--- config.mk ---
export PLATFORM = sky130hd
export DESIGN_NAME = drvreg_top
export DESIGN_NICKNAME = d
export VERILOG_FILES = /design/src/drvreg_pkg.sv /design/src/drvreg_lock_if.sv /design/src/drvreg_lock.sv /design/src/drvreg_top.sv
export VERILOG_INCLUDE_DIRS = /design/src
export SDC_FILE = /design/constraint.sdc
export NUM_CORES = 1
export LEC_CHECK = 0
export ABC_AREA = 1
export BUFFER_PORTS_ARGS = -buffer_cell sky130_fd_sc_hd__buf_2
export CAP_MARGIN = 10
export CORE_UTILIZATION = 53
export DETAILED_ROUTE_END_ITERATION = 8
export GPL_TIMING_DRIVEN = 0
export PLACE_DENSITY = 0.83
export SETUP_SLACK_MARGIN = 0.1
export SYNTH_ARGS = -nofsm -noshare
export SYNTH_HDL_FRONTEND = slang
export SYNTH_SLANG_ARGS = --single-unit
--- constraint.sdc ---
create_clock -name i_clk_sys -period 2.4 [get_ports i_clk_sys]
set_input_delay 0.24 -clock i_clk_sys [delete_from_list [all_inputs] [get_ports i_clk_sys]]
set_output_delay 0.24 -clock i_clk_sys [all_outputs]
set_load 0.02 [all_outputs]
--- src/drvreg_cfg.svh ---
// Offsets, field positions, reset values and lock patterns of the register bank
// Included by drvreg_top, drvreg_lock, the host model and the testbench; definitions only
`ifndef DRVREG_CFG_SVH
`define DRVREG_CFG_SVH

// ----------------------------------------------------------------------------
// Register addresses (six address bits of the serial frame)
// ----------------------------------------------------------------------------
`define DRVREG_ADDR_W        6
`define DRVREG_ADDR_OSM      6'h09
`define DRVREG_ADDR_CFG      6'h0c
`define DRVREG_ADDR_CLR      6'h0d
`define DRVREG_ADDR_CFG2     6'h28

// ----------------------------------------------------------------------------
// Field positions
// ----------------------------------------------------------------------------
`define DRVREG_CFG_ACT_BIT   7
`define DRVREG_CFG_RST_BIT   6
`define DRVREG_CFG_OPEN_LOAD_DETECT_DISABLE_BIT 5
`define DRVREG_CFG_OCP_BIT   4
`define DRVREG_CFG_PAIR_MSB  3
`define DRVREG_CFG2_LOCK_MSB 7
`define DRVREG_CFG2_LOCK_LSB 5
`define DRVREG_CFG2_OTW_BIT  2
`define DRVREG_CFG2_SR_BIT   0

// ----------------------------------------------------------------------------
// Reset values and lock patterns
// ----------------------------------------------------------------------------
`define DRVREG_OSM_RST       8'h00
`define DRVREG_CFG_RST       8'h00
`define DRVREG_CLR_RST       8'h00
`define DRVREG_CFG2_RST      8'h60
`define DRVREG_LOCK_SET      3'h6
`define DRVREG_LOCK_OPEN     3'h3

`endif

--- src/drvreg_pkg.sv ---
// Types shared by the register bank files
// Assumes nothing beyond a SystemVerilog compiler
package drvreg_pkg;

  // --------------------------------------------------------------------------
  // Lock state machine
  // --------------------------------------------------------------------------
  typedef enum logic [0:0] {
    LK_OPEN = 1'b0,
    LK_SHUT = 1'b1
  } drvreg_lock_t;

  // --------------------------------------------------------------------------
  // Decoded register select
  // --------------------------------------------------------------------------
  typedef enum logic [2:0] {
    SEL_NONE = 3'h0,
    SEL_OSM  = 3'h1,
    SEL_CFG  = 3'h2,
    SEL_CLR  = 3'h3,
    SEL_CFG2 = 3'h4
  } drvreg_sel_t;

endpackage

--- src/drvreg_lock_if.sv ---
// Carrier between the bank and its lock keeper
// Both ends run on the bank clock
`timescale 1ns/1ps

interface drvreg_lock_if;
  logic       wr_lock;
  logic [2:0] lock_data;
  logic       soft_rst;
  logic       locked;

  modport bank (output wr_lock, output lock_data, output soft_rst, input locked);
  modport keeper (input wr_lock, input lock_data, input soft_rst, output locked);
endinterface

--- src/drvreg_lock.sv ---
// Lock keeper of the register bank: guards writes to configuration fields
// Fed by drvreg_top through drvreg_lock_if on the same clock
`timescale 1ns/1ps
`include "drvreg_cfg.svh"

module drvreg_lock (
  // Clock and reset
  input  wire logic      i_clk_sys,
  input  wire logic      i_rst,
  // Bank side
  drvreg_lock_if.keeper  lk
);

  drvreg_pkg::drvreg_lock_t state_r;
  drvreg_pkg::drvreg_lock_t state_nxt;

  // --------------------------------------------------------------------------
  // Lock transitions
  // --------------------------------------------------------------------------
  always_comb begin
    state_nxt = state_r;
    case (state_r)
      drvreg_pkg::LK_OPEN: begin
        if (lk.wr_lock && lk.lock_data == `DRVREG_LOCK_SET) begin
          state_nxt = drvreg_pkg::LK_SHUT;
        end
      end
      drvreg_pkg::LK_SHUT: begin
        if (lk.wr_lock && lk.lock_data == `DRVREG_LOCK_OPEN) begin
          state_nxt = drvreg_pkg::LK_OPEN;
        end
      end
      default: state_nxt = drvreg_pkg::LK_OPEN;
    endcase
  end

  always_ff @(posedge i_clk_sys or posedge i_rst) begin
    if (i_rst) begin
      state_r <= drvreg_pkg::LK_OPEN;
    end else if (lk.soft_rst) begin
      state_r <= drvreg_pkg::LK_OPEN;
    end else begin
      state_r <= state_nxt;
    end
  end

  assign lk.locked = (state_r == drvreg_pkg::LK_SHUT);
endmodule

--- src/drvreg_top.sv ---
// Register bank: status monitor, configuration, latch clear, configuration two
// Assumes frame logic on i_clk_sys delivers decoded writes and reads
//
// What this block does
// - Status bit per channel: one means VDS low
// - Active bit enters or leaves active mode
// - Reset command bit pulses, then self clears
// - Open-load disable bit turns detection off
// - Overcurrent bit picks profile one or two
// - Four pairing bits synchronise channel pair protection
// - Writing one clears that channel's error latch
// - Pattern 110 locks; locked ignores most writes
// - Other patterns leave an unlocked bank unlocked
// - Pattern 011 unlocks; others keep the lock
// - Overtemperature warning flag is read only
// - Slew bit picks slow or fast edges
`timescale 1ns/1ps
`include "drvreg_cfg.svh"

module drvreg_top (
  // Clock and reset
  input  wire logic                      i_clk_sys,
  input  wire logic                      i_rst,
  // Register writes from frame logic
  input  wire logic                      i_wr_en,
  input  wire logic [`DRVREG_ADDR_W-1:0] i_wr_addr,
  input  wire logic [7:0]                i_wr_data,
  // Register reads from frame logic
  input  wire logic                      i_rd_en,
  input  wire logic [`DRVREG_ADDR_W-1:0] i_rd_addr,
  output logic      [7:0]                o_rd_data,
  // Analog monitors, asynchronous
  input  wire logic [7:0]                i_vds_low,
  input  wire logic                      i_overtemp_event,
  // Control outputs to the driver core
  output logic                           o_active_mode_request,
  output logic                           o_reset_cmd,
  output logic                           o_open_load_detect_disable,
  output logic                           o_overcurrent_profile_select,
  output logic      [3:0]                o_pair_sync,
  output logic      [7:0]                o_error_latch_clear_bit,
  output logic                           o_slew_select,
  output logic                           o_locked
);

  // --------------------------------------------------------------------------
  // Address decode
  // --------------------------------------------------------------------------
  function automatic drvreg_pkg::drvreg_sel_t sel_of(input logic [`DRVREG_ADDR_W-1:0] a);
    case (a)
      `DRVREG_ADDR_OSM:  sel_of = drvreg_pkg::SEL_OSM;
      `DRVREG_ADDR_CFG:  sel_of = drvreg_pkg::SEL_CFG;
      `DRVREG_ADDR_CLR:  sel_of = drvreg_pkg::SEL_CLR;
      `DRVREG_ADDR_CFG2: sel_of = drvreg_pkg::SEL_CFG2;
      default:           sel_of = drvreg_pkg::SEL_NONE;
    endcase
  endfunction

  drvreg_lock_if lk_if ();

  logic       rst_cmd_r;
  logic       active_r;
  logic       oldis_r;
  logic       ocp_r;
  logic [3:0] pair_r;
  logic [7:0] clr_r;
  logic [7:0] clr_pulse_r;
  logic       slew_r;
  logic       otw_r;
  logic [7:0] osm_r;
  logic [8:0] sync1_r;
  logic [8:0] sync2_r;
  logic [8:0] sync3_r;
  logic [7:0] rd_data_r;
  logic       wr_ok;
  logic       wr_cfg;
  logic       wr_clr;
  logic       wr_cfg2;
  logic       locked;
  drvreg_pkg::drvreg_sel_t wr_sel;

  // --------------------------------------------------------------------------
  // Write qualification
  // --------------------------------------------------------------------------
  assign locked  = lk_if.locked;
  assign wr_sel  = sel_of(i_wr_addr);
  assign wr_ok   = i_wr_en && !rst_cmd_r;
  assign wr_cfg  = wr_ok && wr_sel == drvreg_pkg::SEL_CFG && !locked;
  assign wr_clr  = wr_ok && wr_sel == drvreg_pkg::SEL_CLR;
  assign wr_cfg2 = wr_ok && wr_sel == drvreg_pkg::SEL_CFG2;

  assign lk_if.wr_lock   = wr_cfg2;
  assign lk_if.lock_data = i_wr_data[`DRVREG_CFG2_LOCK_MSB:`DRVREG_CFG2_LOCK_LSB];
  assign lk_if.soft_rst  = rst_cmd_r;

  drvreg_lock u_lock (
    .i_clk_sys (i_clk_sys),
    .i_rst     (i_rst),
    .lk        (lk_if.keeper)
  );

  // --------------------------------------------------------------------------
  // Reset command, one cycle then gone
  // --------------------------------------------------------------------------
  always_ff @(posedge i_clk_sys or posedge i_rst) begin
    if (i_rst) begin
      rst_cmd_r <= 1'b0;
    end else begin
      rst_cmd_r <= wr_cfg && i_wr_data[`DRVREG_CFG_RST_BIT];
    end
  end

  // --------------------------------------------------------------------------
  // Configuration register
  // --------------------------------------------------------------------------
  always_ff @(posedge i_clk_sys or posedge i_rst) begin
    if (i_rst) begin
      active_r <= 1'b0;
      oldis_r  <= 1'b0;
      ocp_r    <= 1'b0;
      pair_r   <= 4'h0;
    end else if (rst_cmd_r) begin
      active_r <= 1'b0;
      oldis_r  <= 1'b0;
      ocp_r    <= 1'b0;
      pair_r   <= 4'h0;
    end else if (wr_cfg) begin
      active_r <= i_wr_data[`DRVREG_CFG_ACT_BIT];
      oldis_r  <= i_wr_data[`DRVREG_CFG_OPEN_LOAD_DETECT_DISABLE_BIT];
      ocp_r    <= i_wr_data[`DRVREG_CFG_OCP_BIT];
      pair_r   <= i_wr_data[`DRVREG_CFG_PAIR_MSB:0];
    end
  end

  // --------------------------------------------------------------------------
  // Latch clear register and clear strobes
  // --------------------------------------------------------------------------
  always_ff @(posedge i_clk_sys or posedge i_rst) begin
    if (i_rst) begin
      clr_r       <= `DRVREG_CLR_RST;
      clr_pulse_r <= 8'h00;
    end else if (rst_cmd_r) begin
      clr_r       <= `DRVREG_CLR_RST;
      clr_pulse_r <= 8'h00;
    end else if (wr_clr) begin
      clr_r       <= i_wr_data;
      clr_pulse_r <= i_wr_data;
    end else begin
      clr_pulse_r <= 8'h00;
    end
  end

  // --------------------------------------------------------------------------
  // Configuration two: slew select
  // --------------------------------------------------------------------------
  always_ff @(posedge i_clk_sys or posedge i_rst) begin
    if (i_rst) begin
      slew_r <= 1'b0;
    end else if (rst_cmd_r) begin
      slew_r <= 1'b0;
    end else if (wr_cfg2 && !locked) begin
      slew_r <= i_wr_data[`DRVREG_CFG2_SR_BIT];
    end
  end

  // --------------------------------------------------------------------------
  // Monitor synchronisers, change taken when stages two and three agree
  // --------------------------------------------------------------------------
  always_ff @(posedge i_clk_sys or posedge i_rst) begin
    if (i_rst) begin
      sync1_r <= 9'h000;
      sync2_r <= 9'h000;
      sync3_r <= 9'h000;
    end else begin
      sync1_r <= {i_overtemp_event, i_vds_low};
      sync2_r <= sync1_r;
      sync3_r <= sync2_r;
    end
  end

  always_ff @(posedge i_clk_sys or posedge i_rst) begin
    if (i_rst) begin
      osm_r <= `DRVREG_OSM_RST;
    end else begin
      osm_r <= (sync2_r[7:0] & sync3_r[7:0]) | (osm_r & (sync2_r[7:0] | sync3_r[7:0]));
    end
  end

  // Sticky warning; a new event beats the command clear
  always_ff @(posedge i_clk_sys or posedge i_rst) begin
    if (i_rst) begin
      otw_r <= 1'b0;
    end else if (sync2_r[8] && sync3_r[8]) begin
      otw_r <= 1'b1;
    end else if (rst_cmd_r) begin
      otw_r <= 1'b0;
    end
  end

  // --------------------------------------------------------------------------
  // Read path, registered
  // --------------------------------------------------------------------------
  always_ff @(posedge i_clk_sys or posedge i_rst) begin
    if (i_rst) begin
      rd_data_r <= 8'h00;
    end else if (i_rd_en) begin
      case (sel_of(i_rd_addr))
        drvreg_pkg::SEL_OSM:  rd_data_r <= osm_r;
        drvreg_pkg::SEL_CFG:  rd_data_r <= {active_r, rst_cmd_r, oldis_r, ocp_r, pair_r};
        drvreg_pkg::SEL_CLR:  rd_data_r <= clr_r;
        drvreg_pkg::SEL_CFG2: rd_data_r <= {(locked ? `DRVREG_LOCK_SET : `DRVREG_LOCK_OPEN),
                                            2'h0, otw_r, 1'b0, slew_r};
        default:              rd_data_r <= 8'h00;
      endcase
    end
  end

  assign o_rd_data                    = rd_data_r;
  assign o_active_mode_request        = active_r;
  assign o_reset_cmd                  = rst_cmd_r;
  assign o_open_load_detect_disable   = oldis_r;
  assign o_overcurrent_profile_select = ocp_r;
  assign o_pair_sync                  = pair_r;
  assign o_error_latch_clear_bit      = clr_pulse_r;
  assign o_slew_select                = slew_r;
  assign o_locked                     = locked;
endmodule

==> summary.txt, run 1 <==
Run status
  • Outcome: complete, but fails checks
  • Failing checks: hold timing

Timing
  • RSZ-0062 raised after global routing: false
  • Peak Freq: about 0.74 GHz
  • Max Transition Viols Final: 0
  • Min Tclk post-route: 1.34 ns
  • Setup ws final: between 1 and 1.5 ns
  • Final hold vios: 30
  • Final worst hold slack: -0.0181 ns
  • Setup Skew: approximately 0.009 ns
  • Finish-stage setup viols: 0
  • Final worst-path cycle share: ~56%
  • Worst slew pin tran: 0.652 ns
  • Worst slew margin: a little under three fifths

Floorplanning
  • IO Count: 59
  • Initial Util: approximately 57%
  • Die Footprint: around 5500 um^2
  • Area of the core: around 4800 um^2
  • Num rows: 25
  • Die W: between 70 and 80 um
  • Die H: approximately 74 um

Synth
  • Synth Instances: 254
  • Seq/Total Area, Yosys: between 60% and 70%
  • Yosys warnings: 0
  • FF+latch count, synth: 70
  • Post-Syn Area per Cell: approximately 11 um^2
  • Synth cell types: 23
  • Synth Cell Area: roughly 2700 um^2
  • Syn_nets: 287

Critical path
  • CP top delay family: buffers and inverters
  • Bufs and invs on worst path: 2
  • Crit path DAT: about 1.6 ns
  • Crit start category: flip-flop
  • Slowest stage delay, CP: 0.44 ns
  • WS Path Type: reg2reg
  • Slowest CP cell: dfrtp_1
  • Crit path max fanout: 10
  • Levels on crit path: 4
  • Worst reg2reg startpoint: o_reset_cmd$_DFF_PP0_
  • Register-to-Register Path Depth: 4
  • Worst-path cell chain: inv_2, buf_1, nand4_1, nand2_1
  • Critical Path Sink Type: flip-flop
  • Worst Path Required: approximately 2.7 ns
  • Worst setup path start: o_reset_cmd$_DFF_PP0_

Global route
  • GR Util All Layers: 23.5%
  • GR Util met1: between 30% and 40%
  • Initial antenna violation count: 0
  • Total gr overflow: 0
  • Number of global-route vias before repair: roughly 2k
  • First-pass GRT wire length: between 9 and 10 mm
  • Layer with the highest usage: met2
  • Met2 usage: ~37%
  • GR Util met3: around 5.6%
  • Largest net degree at the start of global routing: 40

Routing
  • DRC violations left: 0
  • DRT iter0 DRCs: around 180
  • Vias per cell: just over 5
  • Vias: a little over 2k
  • Drt pass-1 iters: 4
  • Final WL: around 5.6 mm
  • Avg WL per Cell: 14.0 um
  • Post-route antenna net violation count: 0

Pwr
  • Total power draw: between 2000 and 2500 uW
  • Total power divided by cell area: about 720 nW/um^2
  • Static leakage: 0.00182 uW
  • Worst VDD drop: between 0.4 and 0.5 mV

Final layout
  • Share of cells above drive strength 1: 31.0%
  • Nets: around 360
  • Synth-to-layout area growth: 24.6%
  • Antenna Cells: 0
  • Final core utilization: 70.6%
  • Fillers: ~360

Clock network
  • Post-CTS resize count: 0
  • Clk buf depth: 2
  • Clk root buf: clkbuf_8
  • CTS sink cnt: 70
  • H-Tree Level Count: 3
  • Clock transition at path regs: about 0.070 ns
  • Post-CTS Hold Fix Bufs: 7
  • Number of CTS-inserted buffers: 9
  • Post-CTS setup buffers: 0
  • Worst skew pair latency: around 0.34 ns
  • CTS tree: yes

Placed design
  • Global placer's final weighted congestion: about 0.83
  • Port Buffer Count: 57
  • Pre-CTS setup slack: between 1 and 1.5 ns
  • Post-DP HPWL: about 4.2 mm

Worst hold path
  • Worst hold path class: in2async

Job
  • Max Cap Viol: 0
==> where the power goes <==
part | switching, uW | internal [uW]
logic | 102 | 72.4
clock network | 413 | 611
registers | 37.7 | 1240
total | 552 | 1920
==> cells in the mapped netlist, drive strengths merged <==
| cell | n | area, um^2 |
|---|---|---|
| inv | 19 | 71.3 |
| dfrtp | 70 | 1750 |
| nand3 | 41 | 235 |
| a22o | 1 | 8.76 |
| clkbuf | 1 | 3.75 |
| maj3 | 8 | 80.1 |
| nor3 | 2 | 10.0 |
| nand4 | 17 | 106 |
| o21ai | 14 | 100 |
| nor2 | 23 | 111 |
| nand2 | 52 | 218 |
| buf | 6 | 50.0 |
==> through the flow <==
| stage | hold slack (ns) | setup TNS (ns) | instances | area, um^2 |
|---|---|---|---|---|
| detailed placement | 0.336 | 0 | 379 | 3140 |
| finish | -0.0181 | 0 | 402 | 3420 |
| CTS | 0.00341 | 0 | 402 | 3420 |
| floorplan | 0.271 | 0 | 254 | 2750 |
| global route | 0.00650 | 0 | 402 | 3420 |
| global placement | 0.332 | -18.73 | 378 | 3120 |
==> layer usage <==
layer  vias up  part of all wire, %
met5         -                    0
met4         0                  2.1
met3        10                  5.0
met2        63                   49
met1       993                   44
li1        997                    -
==> worst paths after layout <==
path                                                            end  slack, ns
min in group i_clk_sys                         sync1_r[5]$_DFF_PP0_       0.01
hold reg to reg                                sync2_r[6]$_DFF_PP0_       0.35
setup / recovery           o_overcurrent_profile_select$_DFFE_PP0P_       1.06
hold / removal                                 sync3_r[5]$_DFF_PP0_      -0.02
setup reg to reg           o_overcurrent_profile_select$_DFFE_PP0P_       1.06
max in group asynchronous                      sync3_r[4]$_DFF_PP0_       1.80
==> cell families after synthesis <==
kind of cell,share of synthesized area (%)
AND/OR/NAND/NOR,24.8
buffers and inverters,4.56
adder cells (fa/ha/maj),2.92
AO/OA/AOI/OAI,3.96
flip-flops,63.8
==> sequential cells by signal (all words and copies together), names as in the netlist, 4 cells and up <==
| register | cells |
|---|---|
| o_rd_data | 8 |
| o_pair_sync | 4 |
| sync1_r | 9 |
| osm_r | 8 |
| sync3_r | 9 |
| sync2_r | 9 |
| clr_r | 8 |
| o_error_latch_clear_bit | 8 |
==> cells in the final DEF, fill, tap and decap left out <==
cell type / synthesis / final
dlygate4sd3_1: 0 / 7
dfrtp_1: 70 / 70
nand2_1: 49 / 49
buf_12: 0 / 1
inv_1: 16 / 15
nor2_1: 17 / 17
buf_4: 2 / 2
o21ai_2: 8 / 8
clkbuf_8: 0 / 10
buf_2: 1 / 58
nand4_1: 17 / 17
clkbuf_1: 1 / 3
clkinv_2: 0 / 2
maj3_1: 8 / 8
buf_8: 1 / 1
inv_2: 3 / 4
o21ai_0: 4 / 4
bufinv_16: 0 / 2
buf_1: 1 / 1
o21ai_1: 2 / 2
nor2_4: 2 / 2
nand3_1: 35 / 35
nor3_1: 2 / 2
buf_6: 1 / 1
nor2_2: 4 / 4
nand3_2: 6 / 6
a22o_1: 1 / 1
nand2_4: 3 / 3
==> area by class of cell <==
cell class / count / area (um^2) / share of cell area, %
multi-input combinational: 158 / 870 / 25.4
tap: 67 / 83.8 / 2.45
buffer: 7 / 53.8 / 1.57
timing repair buffer: 65 / 375 / 11.0
clock buffer: 12 / 145 / 4.24
inverter: 19 / 71.3 / 2.08
sequential: 70 / 1750 / 51.2
clock inverter: 4 / 70.1 / 2.05
==> worst register-to-register path, delay by kind of cell, from the launching register on <==
family,cells,cell delay [ns]
DFF,1,0.44
and+or+nand+nor,2,0.27
buffers and inverters,2,0.56
Note: power is estimated with default switching activity, not from simulation.
==> run 2: changes to the inputs <==
==> constraint.sdc (replaced) <==
create_clock -name i_clk_sys -period 1.25 [get_ports i_clk_sys]
set_input_delay 0.125 -clock i_clk_sys [delete_from_list [all_inputs] [get_ports i_clk_sys]]
set_output_delay 0.125 -clock i_clk_sys [all_outputs]
set_load 0.02 [all_outputs]
==> run 2 against run 1 <==
  * The run now ends clean
  * Total power rose by 97%
  * Utilization grew 4.0 points
  * Combinational power is 100% higher
  * Sequential share of layout area shrank 2.7 points
  * Cell count increased by 3.5%
  * Clock power grew 100%
  * Worst hold slack improved by 0.069 ns
  * Clock skew decreased by 0.0016 ns
  * Critical path depth rose by 2
  * Global-route usage up 0.93 points
  * Critical path type unchanged
==> summary.txt, run 2 (synthesis results as in run 1) <==
Placed design
  • Placed cells: 379 (unchanged)
  • Global placer's final weighted congestion: 0.829 (-0.46%)
  • Port Buffer Count: 57 (unchanged)
  • Post-DP HPWL: 3.91 mm (-6.4%)

Final layout
  • Antenna Cells: 0 (unchanged)
  • Nets: 377 (+3.9%)
  • Final core utilization: 74.6% (+4.0 points)
  • Largest regs: sync1_r x9, sync2_r x9, sync3_r x9
  • Fillers: 328 (-9.9%)
  • Commonest cells after routing, fill and taps aside: 69 x dfrtp_1, 56 x buf_2, 49 x nand2_1, 29 x nand3_1
  • Synth-to-layout area growth: 31.6%
  • Share of cells above drive strength 1: 35.8% (+4.8 points)
  • Commonest non-fill, non-tap cell in the layout: dfrtp_1
  • Non-filler cells, final: 416 (+3.5%)

Clock network
  • Clk buf depth: 2 (unchanged)
  • Clock transition at path regs: 0.07 ns (about the same)
  • Clk root buf: clkbuf_8
  • H-Tree Level Count: 3 (unchanged)
  • Worst skew pair latency: 0.34 ns (about the same)
  • CTS sink cnt: 70 (unchanged)
  • Number of CTS-inserted buffers: 9 (unchanged)
  • CTS tree: yes

Timing
  • Final hold vios: 0 (-100%)
  • Finish-stage setup viols: 0 (unchanged)
  • Max Transition Viols Final: 0 (unchanged)
  • RSZ-0062 raised after global routing: true
  • Setup TNS: 0 ns (unchanged)
  • Final worst-path cycle share: 95.7% (+40 points)
  • Setup Skew: 0.00724 ns (-0.00157 ns)
  • Peak Freq: 0.836 GHz (+12%)
  • Worst slew margin: 56.6% (+0.089 points)
  • Final worst hold slack: 0.0504 ns (+0.0685 ns)
  • Worst slew pin tran: 0.648 ns (-0.00395 ns)
  • Min Tclk post-route: 1.20 ns (-0.148 ns)

Routing
  • Drt pass-1 iters: 4 (unchanged)
  • Vias: 2157 (+4.6%)
  • Post-route antenna net violation count: 0 (unchanged)
  • DRT iter0 DRCs: 210 (+18%)
  • Final WL: 6.01 mm (+6.6%)
  • Vias per cell: 5.19 (+1.0%)
  • DRC violations left: 0 (unchanged)
  • Avg WL per Cell: 14.4 um (+3.0%)

Global route
  • Total gr overflow: 0 (unchanged)
  • First-pass GRT wire length: 9.52 mm (+4.1%)
  • GR Util All Layers: 24.5% (+0.93 points)
  • Initial antenna violation count: 0 (unchanged)
  • GR Util met1: 31.9% (+1.2 points)
  • GR Util met3: 5.83% (+0.27 points)
  • Number of global-route vias before repair: 2009 (+0.40%)
  • Largest net degree at the start of global routing: 42 (+5.0%)
  • Met2 usage: 38.1% (+1.0 points)
  • Layer with the highest usage: met2

Critical path
  • Register-to-Register Path Depth: 6 (+2)
  • Crit path max fanout: 8 (-2)
  • FF-to-FF End: o_pair_sync[0]$_DFFE_PP0P_
  • R2R Setup Slk: 0.05 ns (-1.00 ns)
  • WS Path Type: reg2reg
  • Worst Path Required: 1.48 ns (-1.20 ns)
  • Critical Path Sink Type: flip-flop
  • Crit path DAT: 1.43 ns (-0.19 ns)
  • Crit start category: flip-flop
  • Worst reg2reg startpoint: o_reset_cmd$_DFF_PP0_

Floorplanning
  • IO Count: 59 (unchanged)
  • Area of the core: 4850 um^2 (unchanged)
  • Die W: 74.0 um (unchanged)
  • Num rows: 25 (unchanged)
  • Die H: 74.0 um (unchanged)
  • Initial Util: 56.6% (unchanged)
  • Die Footprint: 5470 um^2 (unchanged)

Job
  • Max Cap Viol: 0 (unchanged)

Worst hold path
  • Hold wc startpoint: i_wr_data[1]
  • Worst hold path class: in2reg
  • Hold Crit Depth: 3
  • Hold Path End: o_pair_sync[1]$_DFFE_PP0P_

Pwr
  • Worst VDD drop: 0.873 mV (+85%)
  • Total power divided by cell area: 1350 nW/um^2 (+86%)
  • Static leakage: 0.00189 uW (+3.7%)

Run status
  • Outcome: finished clean
## run 2: cell types whose count changed in the layout (fill, tap and decap cells not counted), sizes merged
cell         delta
clkinvlp        +3
dlygate4sd3     +3
inv             -1
buf             +9
## run 2: worst max-delay path by stage
stage | slack [ns] | to | start
finish | 0.05 | o_pair_sync[0]$_DFFE_PP0P_ | o_reset_cmd$_DFF_PP0_
global route | -0.01 | o_pair_sync[0]$_DFFE_PP0P_ | o_reset_cmd$_DFF_PP0_
CTS | 0.08 | clr_r[7]$_DFFE_PP0P_ | o_reset_cmd$_DFF_PP0_
detailed placement | 0.02 | o_pair_sync[1]$_DFFE_PP0P_ | o_reset_cmd$_DFF_PP0_
global placement | -0.17 | o_reset_cmd$_DFF_PP0_ | i_rst
floorplan | 0.10 | clr_r[7]$_DFFE_PP0P_ | o_reset_cmd$_DFF_PP0_
## run 2: what timing repair did
action | in CTS | in global routing
setup buffers | 5 | 5
cloned | 0 | 1
endpoints found under the setup margin | 17 | 58
pin swaps | 2 | 5
endpoints found under the hold margin | 38 | 0
hold buffers | 10 | 0
gates resized for setup | 7 | 7
## run 2: worst max-delay path, cell delays in order (launching register included)
cell and delay (ns):
dfrtp_2 0.44, inv_4 0.08, nand2_4 0.07, nor2_4 0.19, nand2_4 0.14, nand3_2 0.11
nand2_1 0.06
## run 2: area by class of cell
cell class              count  area, um^2  area share, %
clock buffers              11         151           4.19
repair buffers             78         487           13.5
well taps                  67        83.8           2.32
clock inverters             5        81.3           2.25
plain buffers               7        65.1           1.80
multi-input cells         158         908           25.1
flip-flops and latches     70        1750           48.5
inverters                  19        80.1           2.22
repair inverters            1        5.00          0.138
## run 2: power by group
part / total, uW / switching (uW) / internal [uW]
clock network: 2070 / 837 / 1230
logic: 351 / 204 / 147
registers: 2450 / 70.8 / 2380
## run 2: metrics by stage
| step | worst slack, ns | area (um^2) | power (uW) |
|---|---|---|---|
| 4_1_cts | 0.0756 | 3550 | 4890 |
| 2_1_floorplan | 0.100 | 2760 | 2670 |
| 5_1_grt | -0.0110 | 3610 | 5030 |
| 3_5_place_dp | 0.0238 | 3150 | 2810 |
| 3_3_place_gp | -0.170 | 3130 | 2790 |
| 6_report | 0.0531 | 3610 | 4870 |
## run 2: metal layers
layer	part of all wire [%]	vias to the layer above	wire (um)
met2	49	87	2920
met4	2.3	0	138
met3	5.9	14	355
met1	43	1016	2600
li1	-	1040	-
met5	0	-	0
==> run 3: changes to the inputs <==
--- a/config.mk
+++ b/config.mk
@@ -9,7 +9,9 @@
 export ABC_AREA = 1
 export BUFFER_PORTS_ARGS = -buffer_cell sky130_fd_sc_hd__buf_2
 export CAP_MARGIN = 10
-export CORE_UTILIZATION = 53
+export CELL_PAD_IN_SITES_DETAIL_PLACEMENT = 1
+export CELL_PAD_IN_SITES_GLOBAL_PLACEMENT = 1
+export CORE_UTILIZATION = 41
 export DETAILED_ROUTE_END_ITERATION = 8
 export GPL_TIMING_DRIVEN = 0
 export PLACE_DENSITY = 0.83
==> run 3 against run 2 <==
  * Sequential power about the same
  * Combinational power up 3%
  * Non-clock buffer count down 3
  * Final area down 0.83%
  * Critical path type unchanged
  * Setup slack worse by 0.010 ns
  * Routed wire length up 11%
  * Critical path depth up 1
  * Clock power down 18%
  * Flip-flop and latch count unchanged
  * The flow now finishes with violations (DRC)
  * Register-to-register slack about the same
==> summary.txt, run 3 (synthesis results as in run 1) <==
Run status
  • Outcome: complete, but fails checks
  • Failing checks: DRC

Routing
  • Drt pass-1 iters: 6 (+2)
  • DRC violations left: 5 (+5)
  • Vias per cell: 5.00 (-3.6%)
  • DRT iter0 DRCs: 69 (-67%)
  • Avg WL per Cell: 15.7 um (+8.8%)
  • Vias: 2115 (-1.9%)
  • Post-route antenna net violation count: 0 (unchanged)
  • Final WL: 6.65 mm (+11%)

Clock network
  • Clock transition at path regs: 0.07 ns (about the same)
  • Clk root buf: clkbuf_8
  • CTS tree: yes
  • H-Tree Level Count: 3 (unchanged)
  • Worst skew pair latency: 0.34 ns (about the same)
  • Number of CTS-inserted buffers: 9 (unchanged)
  • CTS sink cnt: 70 (unchanged)
  • Clk buf depth: 2 (unchanged)

Critical path
  • Crit path capture: clr_r[1]$_DFFE_PP0P_
  • Crit path max fanout: 8 (unchanged)
  • Worst setup path start: o_reset_cmd$_DFF_PP0_
  • Critical Path Sink Type: flip-flop
  • Worst reg2reg startpoint: o_reset_cmd$_DFF_PP0_
  • WS Path Type: reg2reg
  • FF-to-FF End: clr_r[1]$_DFFE_PP0P_
  • Worst Path Required: 1.49 ns (about the same)
  • Crit path DAT: 1.44 ns (about the same)
  • R2R Setup Slk: 0.04 ns (about the same)
  • Crit start category: flip-flop
  • Register-to-Register Path Depth: 7 (+1)

Worst hold path
  • Hold wc startpoint: i_wr_data[1]
  • Worst hold path class: in2reg

Placed design
  • Pre-CTS setup slack: -0.0446 ns (-0.0683 ns)
  • Global placer's final weighted congestion: 0.755 (-9.0%)
  • Placed cells: 389 (+2.6%)
  • Port Buffer Count: 57 (unchanged)
  • Post-DP HPWL: 4.67 mm (+20%)
  • Dpl cell area: 3160 um^2 (+0.40%)

Final layout
  • Finished Cell Area: 3580 um^2 (-0.83%)
  • Largest regs: sync1_r x9, sync2_r x9, sync3_r x9
  • Antenna Cells: 0 (unchanged)
  • Commonest non-fill, non-tap cell in the layout: dfrtp_1
  • Nets: 374 (-0.80%)
  • Share of cells above drive strength 1: 35.8% (about the same)
  • Fillers: 708 (+120%)
  • Commonest cells after routing, fill and taps aside: 68 x dfrtp_1, 59 x buf_2, 49 x nand2_1, 34 x nand3_1, 17 x nand4_1
  • Non-filler cells, final: 423 (+1.7%)
  • Synth-to-layout area growth: 30.5%

Global route
  • Total gr overflow: 0 (unchanged)
  • Largest net degree at the start of global routing: 44 (+4.8%)
  • Number of global-route vias before repair: 2230 (+11%)
  • GR Util All Layers: 20.6% (-3.9 points)
  • Initial antenna violation count: 0 (unchanged)
  • First-pass GRT wire length: 11.0 mm (+16%)

Floorplanning
  • Area of the core: 6420 um^2 (+32%)
  • IO Count: 59 (unchanged)
  • Die W: 83.8 um (+13%)
  • Initial Util: 42.8% (-14 points)
  • Die Footprint: 7030 um^2 (+28%)
  • Num rows: 29 (+16%)
  • Die H: 83.8 um (+13%)

Timing
  • Peak Freq: 0.829 GHz (-0.84%)
  • Final worst hold slack: 0.0597 ns (+0.00930 ns)
  • Final worst-path cycle share: 96.6% (+0.81 points)
  • RSZ-0062 raised after global routing: true
  • Setup TNS: 0 ns (unchanged)
  • Final hold vios: 0 (unchanged)
  • Max Transition Viols Final: 0 (unchanged)
  • Min Tclk post-route: 1.21 ns (+0.0101 ns)
  • Worst slew pin tran: 0.641 ns (-0.00728 ns)
  • Setup Skew: 0.00932 ns (+0.00209 ns)
  • Setup ws final: 0.0430 ns (-0.0101 ns)
  • Finish-stage setup viols: 0 (unchanged)
  • Worst slew margin: 57.1% (+0.49 points)

Pwr
  • Total power divided by cell area: 1250 nW/um^2 (-6.8%)
  • Worst VDD drop: 0.636 mV (-27%)
  • Static leakage: 0.00187 uW (-1.1%)

Job
  • Max Cap Viol: 0 (unchanged)
-- run 3: worst max-delay path, cell delays in order, from the launching register on --
cell and delay [ns]:
dfrtp_2 0.45, inv_4 0.10, nand2_4 0.07, inv_4 0.09
nand2_8 0.10, clkbuf_16 0.19, nand3_2 0.06, o21ai_2 0.05
-- run 3: cell type report --
cell class / count / area [um^2] / share of cell area (%)
sequential: 70 / 1750 / 48.9
multi-input combinational: 158 / 901 / 25.1
timing repair buffer: 75 / 493 / 13.8
clock buffer: 13 / 169 / 4.71
tap: 77 / 96.3 / 2.69
inverter: 19 / 80.1 / 2.23
buffer: 7 / 68.8 / 1.92
clock inverter: 3 / 17.5 / 0.489
timing repair inverter: 1 / 5.00 / 0.140
-- run 3: repair_timing --
| item | 4_1_cts | 5_1_grt |
|---|---|---|
| setup buffers | 5 | 0 |
| hold buffers | 10 | 0 |
| resized for setup | 4 | 10 |
| cloned | 0 | 3 |
| endpoints found under the setup margin | 22 | 69 |
| endpoints found under the hold margin | 36 | 0 |
| pin swaps | 1 | 0 |
-- run 3: layer usage --
metal | track usage [%] | vias to the layer above | routed length (um)
li1 | - | 1029 | -
met1 | 27.2 | 1029 | 3010
met2 | 32.9 | 51 | 3260
met3 | 5.44 | 6 | 306
met4 | 7.05 | 0 | 69
met5 | 0 | - | 0
-- run 3: worst min path at each step --
stage	end	slack (ns)	cells after the start
6_report	o_pair_sync[1]$_DFFE_PP0P_	0.06	3
4_1_cts	o_pair_sync[1]$_DFFE_PP0P_	0.04	3
5_1_grt	o_error_latch_clear_bit[1]$_DFF_PP0_	0.06	3
3_3_place_gp	sync1_r[8]$_DFF_PP0_	0.23	1
3_5_place_dp	o_error_latch_clear_bit[6]$_DFF_PP0_	0.24	2
2_1_floorplan	sync1_r[0]$_DFF_PP0_	0.16	0
-- run 3: report_power, final --
group          total [uW]  switching, uW  internal, uW
registers            2450           72.2          2380
logic                 362            213           149
clock network        1690            809           877
-- run 3: per-stage QoR --
stage	power (uW)	util [%]
2_1_floorplan	2670	-
3_3_place_gp	2800	48.9
3_5_place_dp	2820	49.2
4_1_cts	4530	54.4
5_1_grt	4710	55.8
6_report	4500	55.8
